<file path="config.mk">
export PLATFORM = sky130hd
export DESIGN_NAME = spdtx_sink_flat
export DESIGN_NICKNAME = d
export VERILOG_FILES = /design/src/inc/spdtx_pkg.sv /design/src/inc/spdtx_if.sv /design/src/design/spdtx_sink.sv /design/src/flat_wrapper.sv
export SDC_FILE = /design/constraint.sdc
export NUM_CORES = 1
export LEC_CHECK = 0
export BUFFER_PORTS_ARGS = -buffer_cell sky130_fd_sc_hd__buf_2
export CELL_PAD_IN_SITES_DETAIL_PLACEMENT = 0
export CELL_PAD_IN_SITES_GLOBAL_PLACEMENT = 2
export CORE_UTILIZATION = 33
export CTS_CLUSTER_DIAMETER = 40
export CTS_CLUSTER_SIZE = 28
export DETAILED_ROUTE_END_ITERATION = 8
export PLACE_DENSITY = 0.83
export SYNTH_ARGS = -nofsm -noshare
export SYNTH_HDL_FRONTEND = slang
export SYNTH_SLANG_ARGS = --single-unit
</file>
<file path="constraint.sdc">
create_clock -name ref_clk -period 2.85 [get_ports ref_clk]
set_input_delay 0 -clock ref_clk [delete_from_list [all_inputs] [get_ports ref_clk]]
set_output_delay 0 -clock ref_clk [all_outputs]
set_load 0.05 [all_outputs]
</file>
<file path="src/inc/spdtx_pkg.sv">
package spdtx_pkg;
  // serial input formats
  typedef enum logic [1:0] {
    SPDTX_FMT_I2S,
    SPDTX_FMT_LJ,
    SPDTX_FMT_RJ
  } spdtx_fmt_t;

  // word width codes
  typedef enum logic [1:0] {
    SPDTX_W16,
    SPDTX_W18,
    SPDTX_W20,
    SPDTX_W24
  } spdtx_width_t;

  // oversampling ratio selection
  typedef enum logic {
    SPDTX_OSR_256,
    SPDTX_OSR_384
  } spdtx_osr_t;

  localparam int SPDTX_MAX_WORD = 24;
  localparam int SPDTX_FRAME_BCLKS = 64;
  localparam int SPDTX_HALF_BCLKS = 32;
  localparam logic [5:0] SPDTX_LJ_DELAY = 6'h00;
  localparam logic [5:0] SPDTX_I2S_DELAY = 6'h01;
  localparam logic [5:0] SPDTX_RJ_DELAY_16 = 6'h10;
  localparam logic [5:0] SPDTX_RJ_DELAY_18 = 6'h0e;
  localparam logic [5:0] SPDTX_RJ_DELAY_20 = 6'h0c;
  localparam logic [5:0] SPDTX_RJ_DELAY_24 = 6'h08;
  // biphase cells per frame: 64 slots x 2 cells
  localparam int SPDTX_CELLS_PER_FRAME = 128;
  localparam logic [8:0] SPDTX_DIV_256 = 9'h002;
  localparam logic [8:0] SPDTX_DIV_384 = 9'h003;
  localparam logic [4:0] SPDTX_RESET_CNT = 5'h00;

  // word length in bits for a width code
  function automatic logic [4:0] spdtx_word_len(input spdtx_width_t w);
    case (w)
      SPDTX_W16: spdtx_word_len = 5'h10;
      SPDTX_W18: spdtx_word_len = 5'h12;
      SPDTX_W20: spdtx_word_len = 5'h14;
      default: spdtx_word_len = 5'h18;
    endcase
  endfunction : spdtx_word_len

  // msb delay in bit clocks after a frame sync edge
  function automatic logic [5:0] spdtx_msb_delay(input spdtx_fmt_t f, input spdtx_width_t w);
    if (f == SPDTX_FMT_LJ) begin
      spdtx_msb_delay = SPDTX_LJ_DELAY;
    end else if (f == SPDTX_FMT_I2S) begin
      spdtx_msb_delay = SPDTX_I2S_DELAY;
    end else begin
      case (w)
        SPDTX_W16: spdtx_msb_delay = SPDTX_RJ_DELAY_16;
        SPDTX_W18: spdtx_msb_delay = SPDTX_RJ_DELAY_18;
        SPDTX_W20: spdtx_msb_delay = SPDTX_RJ_DELAY_20;
        default: spdtx_msb_delay = SPDTX_RJ_DELAY_24;
      endcase
    end
  endfunction : spdtx_msb_delay

  // left channel is frame sync high in lj/rj, low in i2s
  function automatic logic spdtx_is_left(input spdtx_fmt_t f, input logic fs);
    spdtx_is_left = (f == SPDTX_FMT_I2S) ? ~fs : fs;
  endfunction : spdtx_is_left
endpackage : spdtx_pkg

</file>
<file path="src/inc/spdtx_if.sv">
interface spdtx_if;
  // serial bit clock, frame sync, data; all change at source on a ref_clk edge
  logic bit_clock;
  logic frame_sync;
  logic serial_data;
  // oversampling clock, as a level sampled by ref_clk
  logic oversampling_clock;

  modport source (
    output bit_clock,
    output frame_sync,
    output serial_data,
    output oversampling_clock
  );

  modport sink (
    input bit_clock,
    input frame_sync,
    input serial_data,
    input oversampling_clock
  );
endinterface : spdtx_if

</file>
<file path="src/design/spdtx_sink.sv">
// Function
// - lj: frame sync high means left
// - sample data, sync on bit clock rise
// - lj: msb right at sync edge
// - i2s: msb one bit clock later
// - divide oversampling clock to biphase rate
// - divider matches 384 or 256 ratio
// - i2s: frame sync low means left
// - rj: delay 16/14/12/8 per width
// - widths 16, 18, 20, 24 supported
module spdtx_sink
  import spdtx_pkg::*;
(
  input wire logic ref_clk,
  input wire logic reset,
  spdtx_if.sink link,
  input wire spdtx_pkg::spdtx_fmt_t fmt,
  input wire spdtx_pkg::spdtx_width_t width,
  input wire spdtx_pkg::spdtx_osr_t osr,
  output logic [23:0] left_sample,
  output logic [23:0] right_sample,
  output logic sample_valid,
  output logic biphase_tick
);
  import spdtx_pkg::*;

  // ----------------------------------------------------------------------------
  // state
  // ----------------------------------------------------------------------------
  // delayed link levels, one ref_clk behind the pins
  logic bclk_q;
  logic osc_q;
  // frame sync level seen at the previous bit clock rise
  logic fs_prev_q;
  // bit clocks since the last sync edge; saturates so a lost sync cannot wrap
  logic [5:0] cnt_q;
  // bits taken of the current word, and the word so far, lsb last in
  logic [4:0] got_q;
  logic [23:0] shift_q;
  // channel of the word being shifted in; starts left, so a word before
  // the first sync edge is filed as left and never flagged on its own
  logic chan_left_q;
  // finished samples and their strobe
  logic [23:0] left_q;
  logic [23:0] right_q;
  logic valid_q;
  // biphase divider count and its output pulse
  logic [8:0] div_q;
  logic tick_q;

  // ----------------------------------------------------------------------------
  // edge detection
  // ----------------------------------------------------------------------------
  // inputs are synchronous to ref_clk, so a plain delay register is enough;
  // a pin that could change off the ref_clk edge would need two flops here
  wire bclk_rise = link.bit_clock && !bclk_q;
  wire osc_rise = link.oversampling_clock && !osc_q;
  wire fs_edge = link.frame_sync != fs_prev_q;

  // reset values equal the idle levels of the source, so no false edge follows reset
  always_ff @(posedge ref_clk) begin
    if (reset) begin
      bclk_q <= 1'b0;
      osc_q <= 1'b0;
    end else begin
      bclk_q <= link.bit_clock;
      osc_q <= link.oversampling_clock;
    end
  end

  // ----------------------------------------------------------------------------
  // format decode
  // ----------------------------------------------------------------------------
  // msb delay per format
  wire [5:0] dly = spdtx_msb_delay(fmt, width);
  wire [4:0] wlen = spdtx_word_len(width);
  // bit count since the sync edge; the edge-carrying bit itself is count 0
  wire [5:0] pos = fs_edge ? 6'h00 : cnt_q;
  wire take_bit = (pos >= dly) && (got_q < wlen);
  wire last_bit = take_bit && (got_q == wlen - 5'h01);
  wire [23:0] shifted = {shift_q[22:0], link.serial_data};
  // only a zero-delay format takes a bit on the edge itself
  wire first_at_edge = (dly == 6'h00);
  wire edge_left = spdtx_is_left(fmt, link.frame_sync);

  // ----------------------------------------------------------------------------
  // word capture
  // ----------------------------------------------------------------------------
  // sample on rise
  // the count stops at its top, so bits long after the word stay ignored
  always_ff @(posedge ref_clk) begin
    if (reset) begin
      fs_prev_q <= 1'b0;
      cnt_q <= 6'h00;
    end else if (bclk_rise) begin
      fs_prev_q <= link.frame_sync;
      cnt_q <= (pos == 6'h3f) ? pos : pos + 6'h01;
    end
  end

  // channel from sync level
  // latched at the edge: the level is not looked at again until the next edge
  always_ff @(posedge ref_clk) begin
    if (reset) begin
      chan_left_q <= 1'b1;
    end else if (bclk_rise && fs_edge) begin
      chan_left_q <= edge_left;
    end
  end

  // delay then width
  // a sync edge always restarts the word, so an early edge drops a short word
  always_ff @(posedge ref_clk) begin
    if (reset) begin
      got_q <= SPDTX_RESET_CNT;
      shift_q <= 24'h000000;
    end else if (bclk_rise) begin
      if (fs_edge) begin
        got_q <= first_at_edge ? 5'h01 : SPDTX_RESET_CNT;
        shift_q <= first_at_edge ? {23'h000000, link.serial_data} : 24'h000000;
      end else if (take_bit) begin
        got_q <= got_q + 5'h01;
        shift_q <= shifted;
      end
    end
  end

  // ----------------------------------------------------------------------------
  // sample hand-off
  // ----------------------------------------------------------------------------
  // short words are msb-aligned in the 24-bit output, low bits zero;
  // aligned is built from the shift input, so the last bit costs no extra cycle
  wire [4:0] pad = 5'(5'h18 - wlen);
  wire [23:0] aligned = shifted << pad;
  // at least 16 bits make a word, so none can finish on a sync edge
  wire done = bclk_rise && last_bit && !fs_edge;
  wire done_left = done && chan_left_q;
  wire done_right = done && !chan_left_q;

  // left word kept
  // the left word is held until its right partner completes the frame
  always_ff @(posedge ref_clk) begin
    if (reset) begin
      left_q <= 24'h000000;
    end else if (done_left) begin
      left_q <= aligned;
    end
  end

  // frame complete after right word; the strobe stands one cycle
  // in i2s the first half frame after reset has no edge, and its word is flagged as left with the first right word
  always_ff @(posedge ref_clk) begin
    if (reset) begin
      right_q <= 24'h000000;
      valid_q <= 1'b0;
    end else begin
      valid_q <= done_right;
      if (done_right) begin
        right_q <= aligned;
      end
    end
  end

  // ----------------------------------------------------------------------------
  // biphase clock divider
  // ----------------------------------------------------------------------------
  // ratio picks divider
  // both ratios give 128 cells per frame; a ratio that does not match the
  // oversampling clock gives a wrong cell rate, and nothing here can tell
  wire [8:0] div_max = (osr == SPDTX_OSR_384) ? SPDTX_DIV_384 : SPDTX_DIV_256;
  // compared with >= so a ratio change mid-run cannot strand the count above the top
  wire div_wrap = (div_q >= div_max - 9'h001);

  always_ff @(posedge ref_clk) begin
    if (reset) begin
      div_q <= 9'h000;
      tick_q <= 1'b0;
    end else begin
      tick_q <= 1'b0;
      if (osc_rise) begin
        if (div_wrap) begin
          div_q <= 9'h000;
          tick_q <= 1'b1;
        end else begin
          div_q <= div_q + 9'h001;
        end
      end
    end
  end

  // ----------------------------------------------------------------------------
  // outputs
  // ----------------------------------------------------------------------------
  // all four come straight from flip-flops
  assign left_sample = left_q;
  assign right_sample = right_q;
  assign sample_valid = valid_q;
  assign biphase_tick = tick_q;
endmodule : spdtx_sink

</file>
<file path="src/flat_wrapper.sv">
// flat-port wrapper written by rule: the top's interface ports become plain ports
module spdtx_sink_flat import spdtx_pkg::*;
  (ref_clk, reset, fmt, width, osr, left_sample, right_sample, sample_valid, biphase_tick, link_bit_clock, link_frame_sync, link_serial_data, link_oversampling_clock);
  spdtx_if link_i ();
  input wire logic ref_clk;
  input wire logic reset;
  input wire spdtx_pkg::spdtx_fmt_t fmt;
  input wire spdtx_pkg::spdtx_width_t width;
  input wire spdtx_pkg::spdtx_osr_t osr;
  output logic [23:0] left_sample;
  output logic [23:0] right_sample;
  output logic sample_valid;
  output logic biphase_tick;
  input wire logic [$bits(link_i.bit_clock)-1:0] link_bit_clock;
  input wire logic [$bits(link_i.frame_sync)-1:0] link_frame_sync;
  input wire logic [$bits(link_i.serial_data)-1:0] link_serial_data;
  input wire logic [$bits(link_i.oversampling_clock)-1:0] link_oversampling_clock;
  assign link_i.bit_clock = link_bit_clock;
  assign link_i.frame_sync = link_frame_sync;
  assign link_i.serial_data = link_serial_data;
  assign link_i.oversampling_clock = link_oversampling_clock;
  spdtx_sink u_core (.ref_clk(ref_clk), .reset(reset), .link(link_i), .fmt(fmt), .width(width), .osr(osr), .left_sample(left_sample), .right_sample(right_sample), .sample_valid(sample_valid), .biphase_tick(biphase_tick));
endmodule
</file>
## After elaboration in Yosys (flattened, before gate mapping)

Cells that the tools add are included.

- Flip-flop bits (word level): 97
- Bits of input ports: 11
- Logic and storage cells: 65

- Add/subtract/negate cells: 6
- $lt $le $gt $ge: 3
- Equality and inequality tests: 6
- Shift operators: 1
- Mux-type cells: 16
- Bitwise operators: 2
- Reduce and logical (&&, ||, !) cells: 19

Operators by type and width:

| operator | number |
|---|---|
| 23-bit two-way mux | 2 |
| 6-bit two-way mux | 4 |
| 24-bit by 5-bit << shifter with 24-bit output | 1 |
| 5-bit one-hot mux with 3 select lines | 1 |
| 4-bit one-hot mux with 3 select lines | 1 |
| 5-bit two-way mux | 2 |
| 9-bit by 1-bit adder with 9-bit output (second input constant) | 1 |
| 9-bit greater-or-equal comparator | 1 |
| 1-bit logical AND | 9 |
| 9-bit two-way mux | 1 |
| 9-bit by 1-bit subtractor with 9-bit output (second input constant) | 1 |
| 6-bit by 1-bit adder with 6-bit output (second input constant) | 1 |
| 6-bit equality test (second input constant) | 1 |
| 6-bit greater-or-equal comparator | 1 |
| 6-bit zero test | 1 |
| 5-bit by 1-bit adder with 5-bit output (second input constant) | 1 |
| 5-bit equality test | 1 |
| 5-bit less-than comparator | 1 |
| 1-bit two-way mux | 5 |
| 5-bit by 1-bit subtractor with 5-bit output (second input constant) | 1 |
| 5-bit subtractor (first input constant) | 1 |
| 2-bit by 1-bit equality test with 1-bit output (second input constant) | 2 |
| 1-bit zero test | 4 |
| 2-bit zero test | 2 |
| 6 further kinds | 7 |

## Longest topological paths before layout

Gate-level depths: netlist (run 1).

- Word-level depth: 10
- Depth in mapped cells: 12
- Mapped depth without buffers: 9

## Worst setup path before layout (run 1)

OpenSTA, ideal clock, no wires.

- Kind: register -> register
- Start: register u_core.fs_prev_q
- End: register u_core.right_q[14] (netlist: u_core.right_sample[14])
- Arrival: 2.626 ns
- Data required time: 2.727 ns
- Setup slack: 0.101 ns
- Stages on the path, launching flop included: 12
- Buffers on the path: 3
- Path through: dfxtp_1 xnor2_2 clkbuf_1 nand2_1 ha_1 nand2b_1 a211oi_1 o211a_1 buf_2 nor4b_4 buf_6 mux2_1

- Word-level cells in the longest chain between the ends: 8

RTL lines:

| item | line | RTL |
|---|---|---|
| from (decl) | spdtx_sink.sv:34 | `logic fs_prev_q;` |
| from (signal assigned) | spdtx_sink.sv:96 | `fs_prev_q <= link.frame_sync;` |
| 1-bit inequality test (*) | spdtx_sink.sv:58 | `wire fs_edge = link.frame_sync != fs_prev_q;` |
| 6-bit two-way mux | spdtx_sink.sv:78 | `wire [5:0] pos = fs_edge ? 6'h00 : cnt_q;` |
| 6-bit greater-or-equal comparator | spdtx_sink.sv:79 | `wire take_bit = (pos >= dly) && (got_q < wlen);` |
| 1-bit logical AND | spdtx_sink.sv:79 |  |
| 1-bit logical AND | spdtx_sink.sv:80 | `wire last_bit = take_bit && (got_q == wlen - 5'h01);` |
| 1-bit logical AND | spdtx_sink.sv:136 | `wire done = bclk_rise && last_bit && !fs_edge;` |
| 1-bit logical AND (*) | spdtx_sink.sv:136 |  |
| 1-bit logical AND (*) | spdtx_sink.sv:138 | `wire done_right = done && !chan_left_q;` |
| to (signal assigned) | spdtx_sink.sv:159 | `right_q <= aligned;` |
| to (decl) | spdtx_sink.sv:45 | `logic [23:0] right_q;` |

Mark *: on every way between the ends. The rest lies on a longest branch, timed or not.
A chain may end at the register's enable or synchronous reset.

## Final worst setup path (run 1)

- Start: register u_core.fs_prev_q
- End: register u_core.right_q[10] (netlist: u_core.right_sample[10])

Same word-level chain as after synthesis.

==> results.toml, run 1 <==
[yosys]
ys_seq_area_share_pct = 38.2
synthTopCellsByArea = "dfxtp_1 (38%), mux2i_1 (7.9%), nand2b_1 (5.9%), mux2_2 (4.9%), ha_1 (4.4%)"
synth_area_leader_cell = "dfxtp_1"
ys_ff_latch = 97
syn_nets = 568
netlist-cell-type-count = 52
yosys_warnings = 0
netlist_instances = 539
synth-main-ff-cell = "dfxtp_1"
synth_edf_count = 0
syn_area_per_cell_um2 = 9.43
synthDominantCellAreaShare_pct = 38.2
async_reset_ff_share_pct = 0
netlist_area_um2 = 5080
synth_common_cells = "dfxtp_1 (97), nand2b_1 (48), nand2_1 (45)"
synth.most_common_cell = "dfxtp_1"

[worst_setup_path]
cp-end-kind = "flip-flop"
arrival_ns = 2.87
r2r_start = "u_core.fs_prev_q"
r2r-end = "u_core.right_sample[10]"
crit_fanout = 24
r2r_setup_slack_ns = 0.21
critPathRequiredTime_ns = 3.08
crit_type = "reg -> reg"
start_kind = "flip-flop"
reg2reg_depth = 9

[final_layout]
stdcell_count = 785
nFillCells = 1501
nNetsFinal = 621
drive_gt1_share_pct = 20.4
area_growth_pct = 16.7
stdcell_area_um2 = 5930
insertedDiodeCount = 0

[sta]
hold_viol = 0
min_period_ns = 2.64
slew_headroom_pct = 32.7
max_freq_ghz = 0.379
tightest_slew_ns = 1.01
finalSetupViolCount = 0
fin_tns_setup_ns = 0
drv_slew = 0
fin_crit_sh_pct = 92.5
rsz0062_at_grt = "no"
post-route-worst-setup-slack_ns = 0.213
fin_skew_ns = 0.00534

[worst_hold_path]
min_from = "link_serial_data"
min_path_type = "in -> reg"
hold_depth = 3
holdPathEnd = "u_core.shift_q[0]"

[placement]
gp_congestion = 0.772
place_area_um2 = 5590
port_buffers = 60
dp_slack_ns = -0.00878
dp.cells = 765
dpl.hpwl_um = 8410

[clock_network]
cts.sinks = 97
cts-root-buf = "clkbuf_16"
ctsHtreeMaxLevel = 3
cts_tree = "built"
numCtsBuffers = 9
clk_pin_slew_worst_paths_ns = 0.06
clock_path_buffers = 2
clock_latency_ns = 0.35

[detailed_routing]
wirelength_um = 11700
route.detailed.drc = 0
wl_per_cell_um = 15.0
detail-route-antenna-nets = 0
vias = 4080
drtIter0Drc = 242
dr.pass1.iters = 4
drt-vias-per-instance = 5.20

[floorplan]
die_x_um = 126
die_area_um2 = 15900
initial_utilization_pct = 33.6
pin_count = 61
rows = 45
core_area_um2 = 15100
die_h_um = 126

[global_route]
grt_pass1_vias = 3808
grt_usage_pct = 15.2
antenna_found_initial = 0
grt_remaining_overflow = 0
grt_start_max_net_pins = 65
grt_pass1_wl_um = 19300

[pwr]
p_leak_nw = 2.48
power_density_nw_per_um2 = 485
ir_worst_vdd_mv = 0.306
finalPower_w = 0.00287

[run_status]
status = "complete, no violations"

[job]
cap_violations = 0
worst max-delay path, stage by stage, from the launching register on:
cell	delay, ns
dfxtp_1	0.49
xnor2_4	0.19
nand2_1	0.12
ha_1	0.28
nand2b_1	0.09
a211oi_1	0.08
o211a_2	0.35
nor4b_4	0.32
buf_12	0.23
mux2_2	0.35
per-layer routing:
layer / wire (um) / GRT usage, %
met2: 5550 / 25.0
met4: 142 / 4.61
met3: 456 / 3.99
met5: 0 / 0
met1: 5590 / 19.4
cells by family (layout without fill, tap and decap cells):
logic type,after synthesis,after routing,share of synthesized area (%)
AO/OA/AOI/OAI,85,85,12.1
buffers and inverters,50,108,4.28
flip-flops,97,97,38.2
multiplexers,78,78,17.6
AND/OR/NAND/NOR,201,201,21.5
adder cells (fa/ha/maj),18,18,4.43
XOR/XNOR,10,10,1.87
power breakdown:
group / leakage, nW / switching [W] / internal (W) / total [W]
Sequential: 0.783 / 0.0000142 / 0.00137 / 0.00138
Combinational: 1.55 / 0.000168 / 0.000101 / 0.000269
Clock: 0.143 / 0.000519 / 0.000707 / 0.00123
how the worst max path moves through the flow:
stage | startpoint | endpoint | slack, ns | depth (start not counted)
final | u_core.fs_prev_q | u_core.right_sample[10] | 0.21 | 9
after global routing | u_core.fs_prev_q | u_core.right_sample[9] | 0.07 | 9
after CTS | u_core.fs_prev_q | u_core.right_sample[10] | 0.08 | 9
after detailed placement | u_core.fs_prev_q | u_core.right_sample[10] | -0.009 | 9
after global placement | u_core.fs_prev_q | u_core.right_sample[11] | 0.05 | 9
after floorplan | u_core.fs_prev_q | u_core.right_sample[14] | 0.10 | 11
placed cells by master, fill, tap and decap left out, drive strengths merged, types with 3 or more instances in the layout:
master and instances:
dfxtp 97, buf 75, nand2b 48, nand2 45, mux2i 40, nor2b 35
mux2 32, nor2 29, o32ai 23, ha 18, a21oi 14, inv 14
clkbuf 12, nand3 10, o21ai 9, a31oi 8, nand4 8, and2 7
xor2 7, o211ai 6, nor3 6, mux4 6, a211oi 4, a2111oi 3
and3 3, a21o 3, dlygate4sd3 3, xnor2 3
flip-flops by register name, indices dropped and copies added, names as in the netlist:
name,cells
u_core.shift_q,23
u_core.right_sample,24
u_core.bclk_q,1
u_core.fs_prev_q,1
u_core.osc_q,1
u_core.got_q,5
u_core.left_sample,24
u_core.chan_left_q,1
u_core.biphase_tick,1
u_core.div_q,9
u_core.sample_valid,1
u_core.cnt_q,6
cell type report:
| type | instances | area (um^2) | share of cell area [%] |
|---|---|---|---|
| Inverter | 14 | 52.6 | 0.886 |
| Clock inverter | 4 | 51.3 | 0.865 |
| Timing Repair Buffer | 78 | 468 | 7.89 |
| Clock buffer | 12 | 246 | 4.16 |
| Sequential cell | 97 | 1940 | 32.7 |
| Tap cell | 188 | 235 | 3.97 |
| Multi-Input combinational cell | 392 | 2940 | 49.5 |
metrics by stage:
step	utilization (%)	hold WS, ns
after floorplan	-	0.128
after global placement	36.9	0.239
after detailed placement	36.9	0.249
after CTS	39.1	0.00863
after global routing	39.2	0.0182
final	39.2	0.0149
repair_timing:
item | 4_1_cts | 5_1_grt
setup buffers | 0 | 1
pin swaps | 0 | 1
hold buffers | 3 | 0
hold endpoints to repair | 5 | 0
setup endpoints to repair | 14 | 29
gates cloned | 0 | 0
resized for setup | 1 | 1
Power figures use the tool's default switching activity.
==> inputs of run 2 (changes only) <==
- MAX_ROUTING_LAYER: unset -> met4
==> results.toml, run 2 (same netlist as run 1, synthesis figures left out) <==
[sta]
fin_crit_sh_pct = 92.5
fin_skew_ns = 0.00557
tightest_slew_ns = 1.01
max_freq_ghz = 0.379
rsz0062_at_grt = "no"
slew_headroom_pct = 32.3
hold_viol = 0
drv_slew = 0
post-route-worst-setup-slack_ns = 0.213
min_period_ns = 2.64
finalSetupViolCount = 0

[detailed_routing]
wirelength_um = 11800
detail-route-antenna-nets = 0
drt-vias-per-instance = 5.23
wl_per_cell_um = 15.0
dr.pass1.iters = 4
vias = 4105
route.detailed.drc = 0
drtIter0Drc = 228

[final_layout]
area_growth_pct = 16.7
insertedDiodeCount = 0
nFillCells = 1501
drive_gt1_share_pct = 20.4
multi_input_area_um2 = 2940
final_cell_mix = "dfxtp_1 (97), buf_2 (60), nand2b_1 (48), nand2_1 (45), mux2i_1 (40)"
final_common_cell = "dfxtp_1"
final_core_util_pct = 39.2
nNetsFinal = 621
register_area_um2 = 1940

[worst_setup_path]
arrival_ns = 2.87
path_cells = "xnor2_4 > nand2_1 > ha_1 > nand2b_1 > a211oi_1 > o211a_2 > nor4b_4 > buf_12 > mux2_2"
reg2reg_depth = 9
start_kind = "flip-flop"
crit_fanout = 24
cp-end-kind = "flip-flop"
crit_type = "reg -> reg"
slowest_delay_ns = 0.49
critPathRequiredTime_ns = 3.09
crit_slowest_cell = "dfxtp_1"

[pwr]
finalPower_w = 0.00287
power_density_nw_per_um2 = 485
p_leak_nw = 2.48
ir_worst_vdd_mv = 0.306

[worst_hold_path]
min_path_type = "in -> reg"
hold_depth = 3

[floorplan]
rows = 45
initial_utilization_pct = 33.6
core_area_um2 = 15100
die_area_um2 = 15900
die_x_um = 126
die_h_um = 126
pin_count = 61

[global_route]
grt_pass1_wl_um = 19300
grt_usage_pct = 15.6
grt_remaining_overflow = 0
grt_start_max_net_pins = 65
antenna_found_initial = 0
grt_pass1_vias = 3804

[clock_network]
cts.sinks = 97
clock_path_buffers = 2
clock_latency_ns = 0.35
ctsHtreeMaxLevel = 3
clk_pin_slew_worst_paths_ns = 0.06
cts-root-buf = "clkbuf_16"
numCtsBuffers = 9
cts_tree = "built"

[run_status]
status = "complete, no violations"

[job]
cap_violations = 0

[placement]
port_buffers = 60
gp_congestion = 0.782
dpl.hpwl_um = 8410
dp_slack_ns = -0.00878
run 2: metal layers:
layer	track usage (%)	share of wire (%)	vias to the layer above
met5	-	0	-
met4	4.61	1.2	0
met2	25.0	47	86
li1	-	-	2044
met3	3.91	4.1	19
met1	19.4	47	1956
run 2: report_power, final:
group          internal (W)  total, W  switching (W)
logic              0.000101  0.000269       0.000168
registers           0.00137   0.00138      0.0000142
clock network      0.000707   0.00123       0.000519
run 2: worst max-delay path: cells and delay by family, from the launching register on:
kind	cells	cell delay, ns
flip-flops	1	0.49
AND/OR/NAND/NOR	3	0.53
buffers and inverters	1	0.23
AO/OA/AOI/OAI	2	0.43
adder cells (fa/ha/maj)	1	0.28
multiplexers	1	0.35
XOR/XNOR	1	0.19
run 2: path summary, 6_finish.rpt:
kind                            slack [ns]               startpoint                 endpoint
worst max-delay path                  0.21         u_core.fs_prev_q  u_core.right_sample[10]
worst min-delay path                  0.01         link_serial_data        u_core.shift_q[0]
worst max register to register        0.21         u_core.fs_prev_q  u_core.right_sample[10]
worst min register to register        0.47  u_core.right_sample[13]  u_core.right_sample[13]
run 2: repair_timing:
item	in CTS	in global routing
setup endpoints to repair	14	29
hold buffers	3	0
gates resized for setup	1	1
pin swaps	0	1
setup buffers	0	1
endpoints found under the hold margin	5	0
cloned	0	0
run 2: area by class of cell:
class	count	share of cell area (%)
Timing Repair Buffer	78	7.89
Multi-Input combinational cell	392	49.5
Clock buffer	12	4.16
Sequential cell	97	32.7
Tap cell	188	3.97
Inverter	14	0.886
Clock inverter	4	0.865
run 2: stage by stage:
stage                     instance area (um^2)  hold WS [ns]  instances  setup TNS, ns
final                                     5930        0.0135        785              0
after global routing                      5930        0.0182        785              0
after CTS                                 5920       0.00863        784              0
after detailed placement                  5590         0.249        765        -0.0220
after global placement                    5590         0.239        765              0
after floorplan                           5080         0.128        539              0
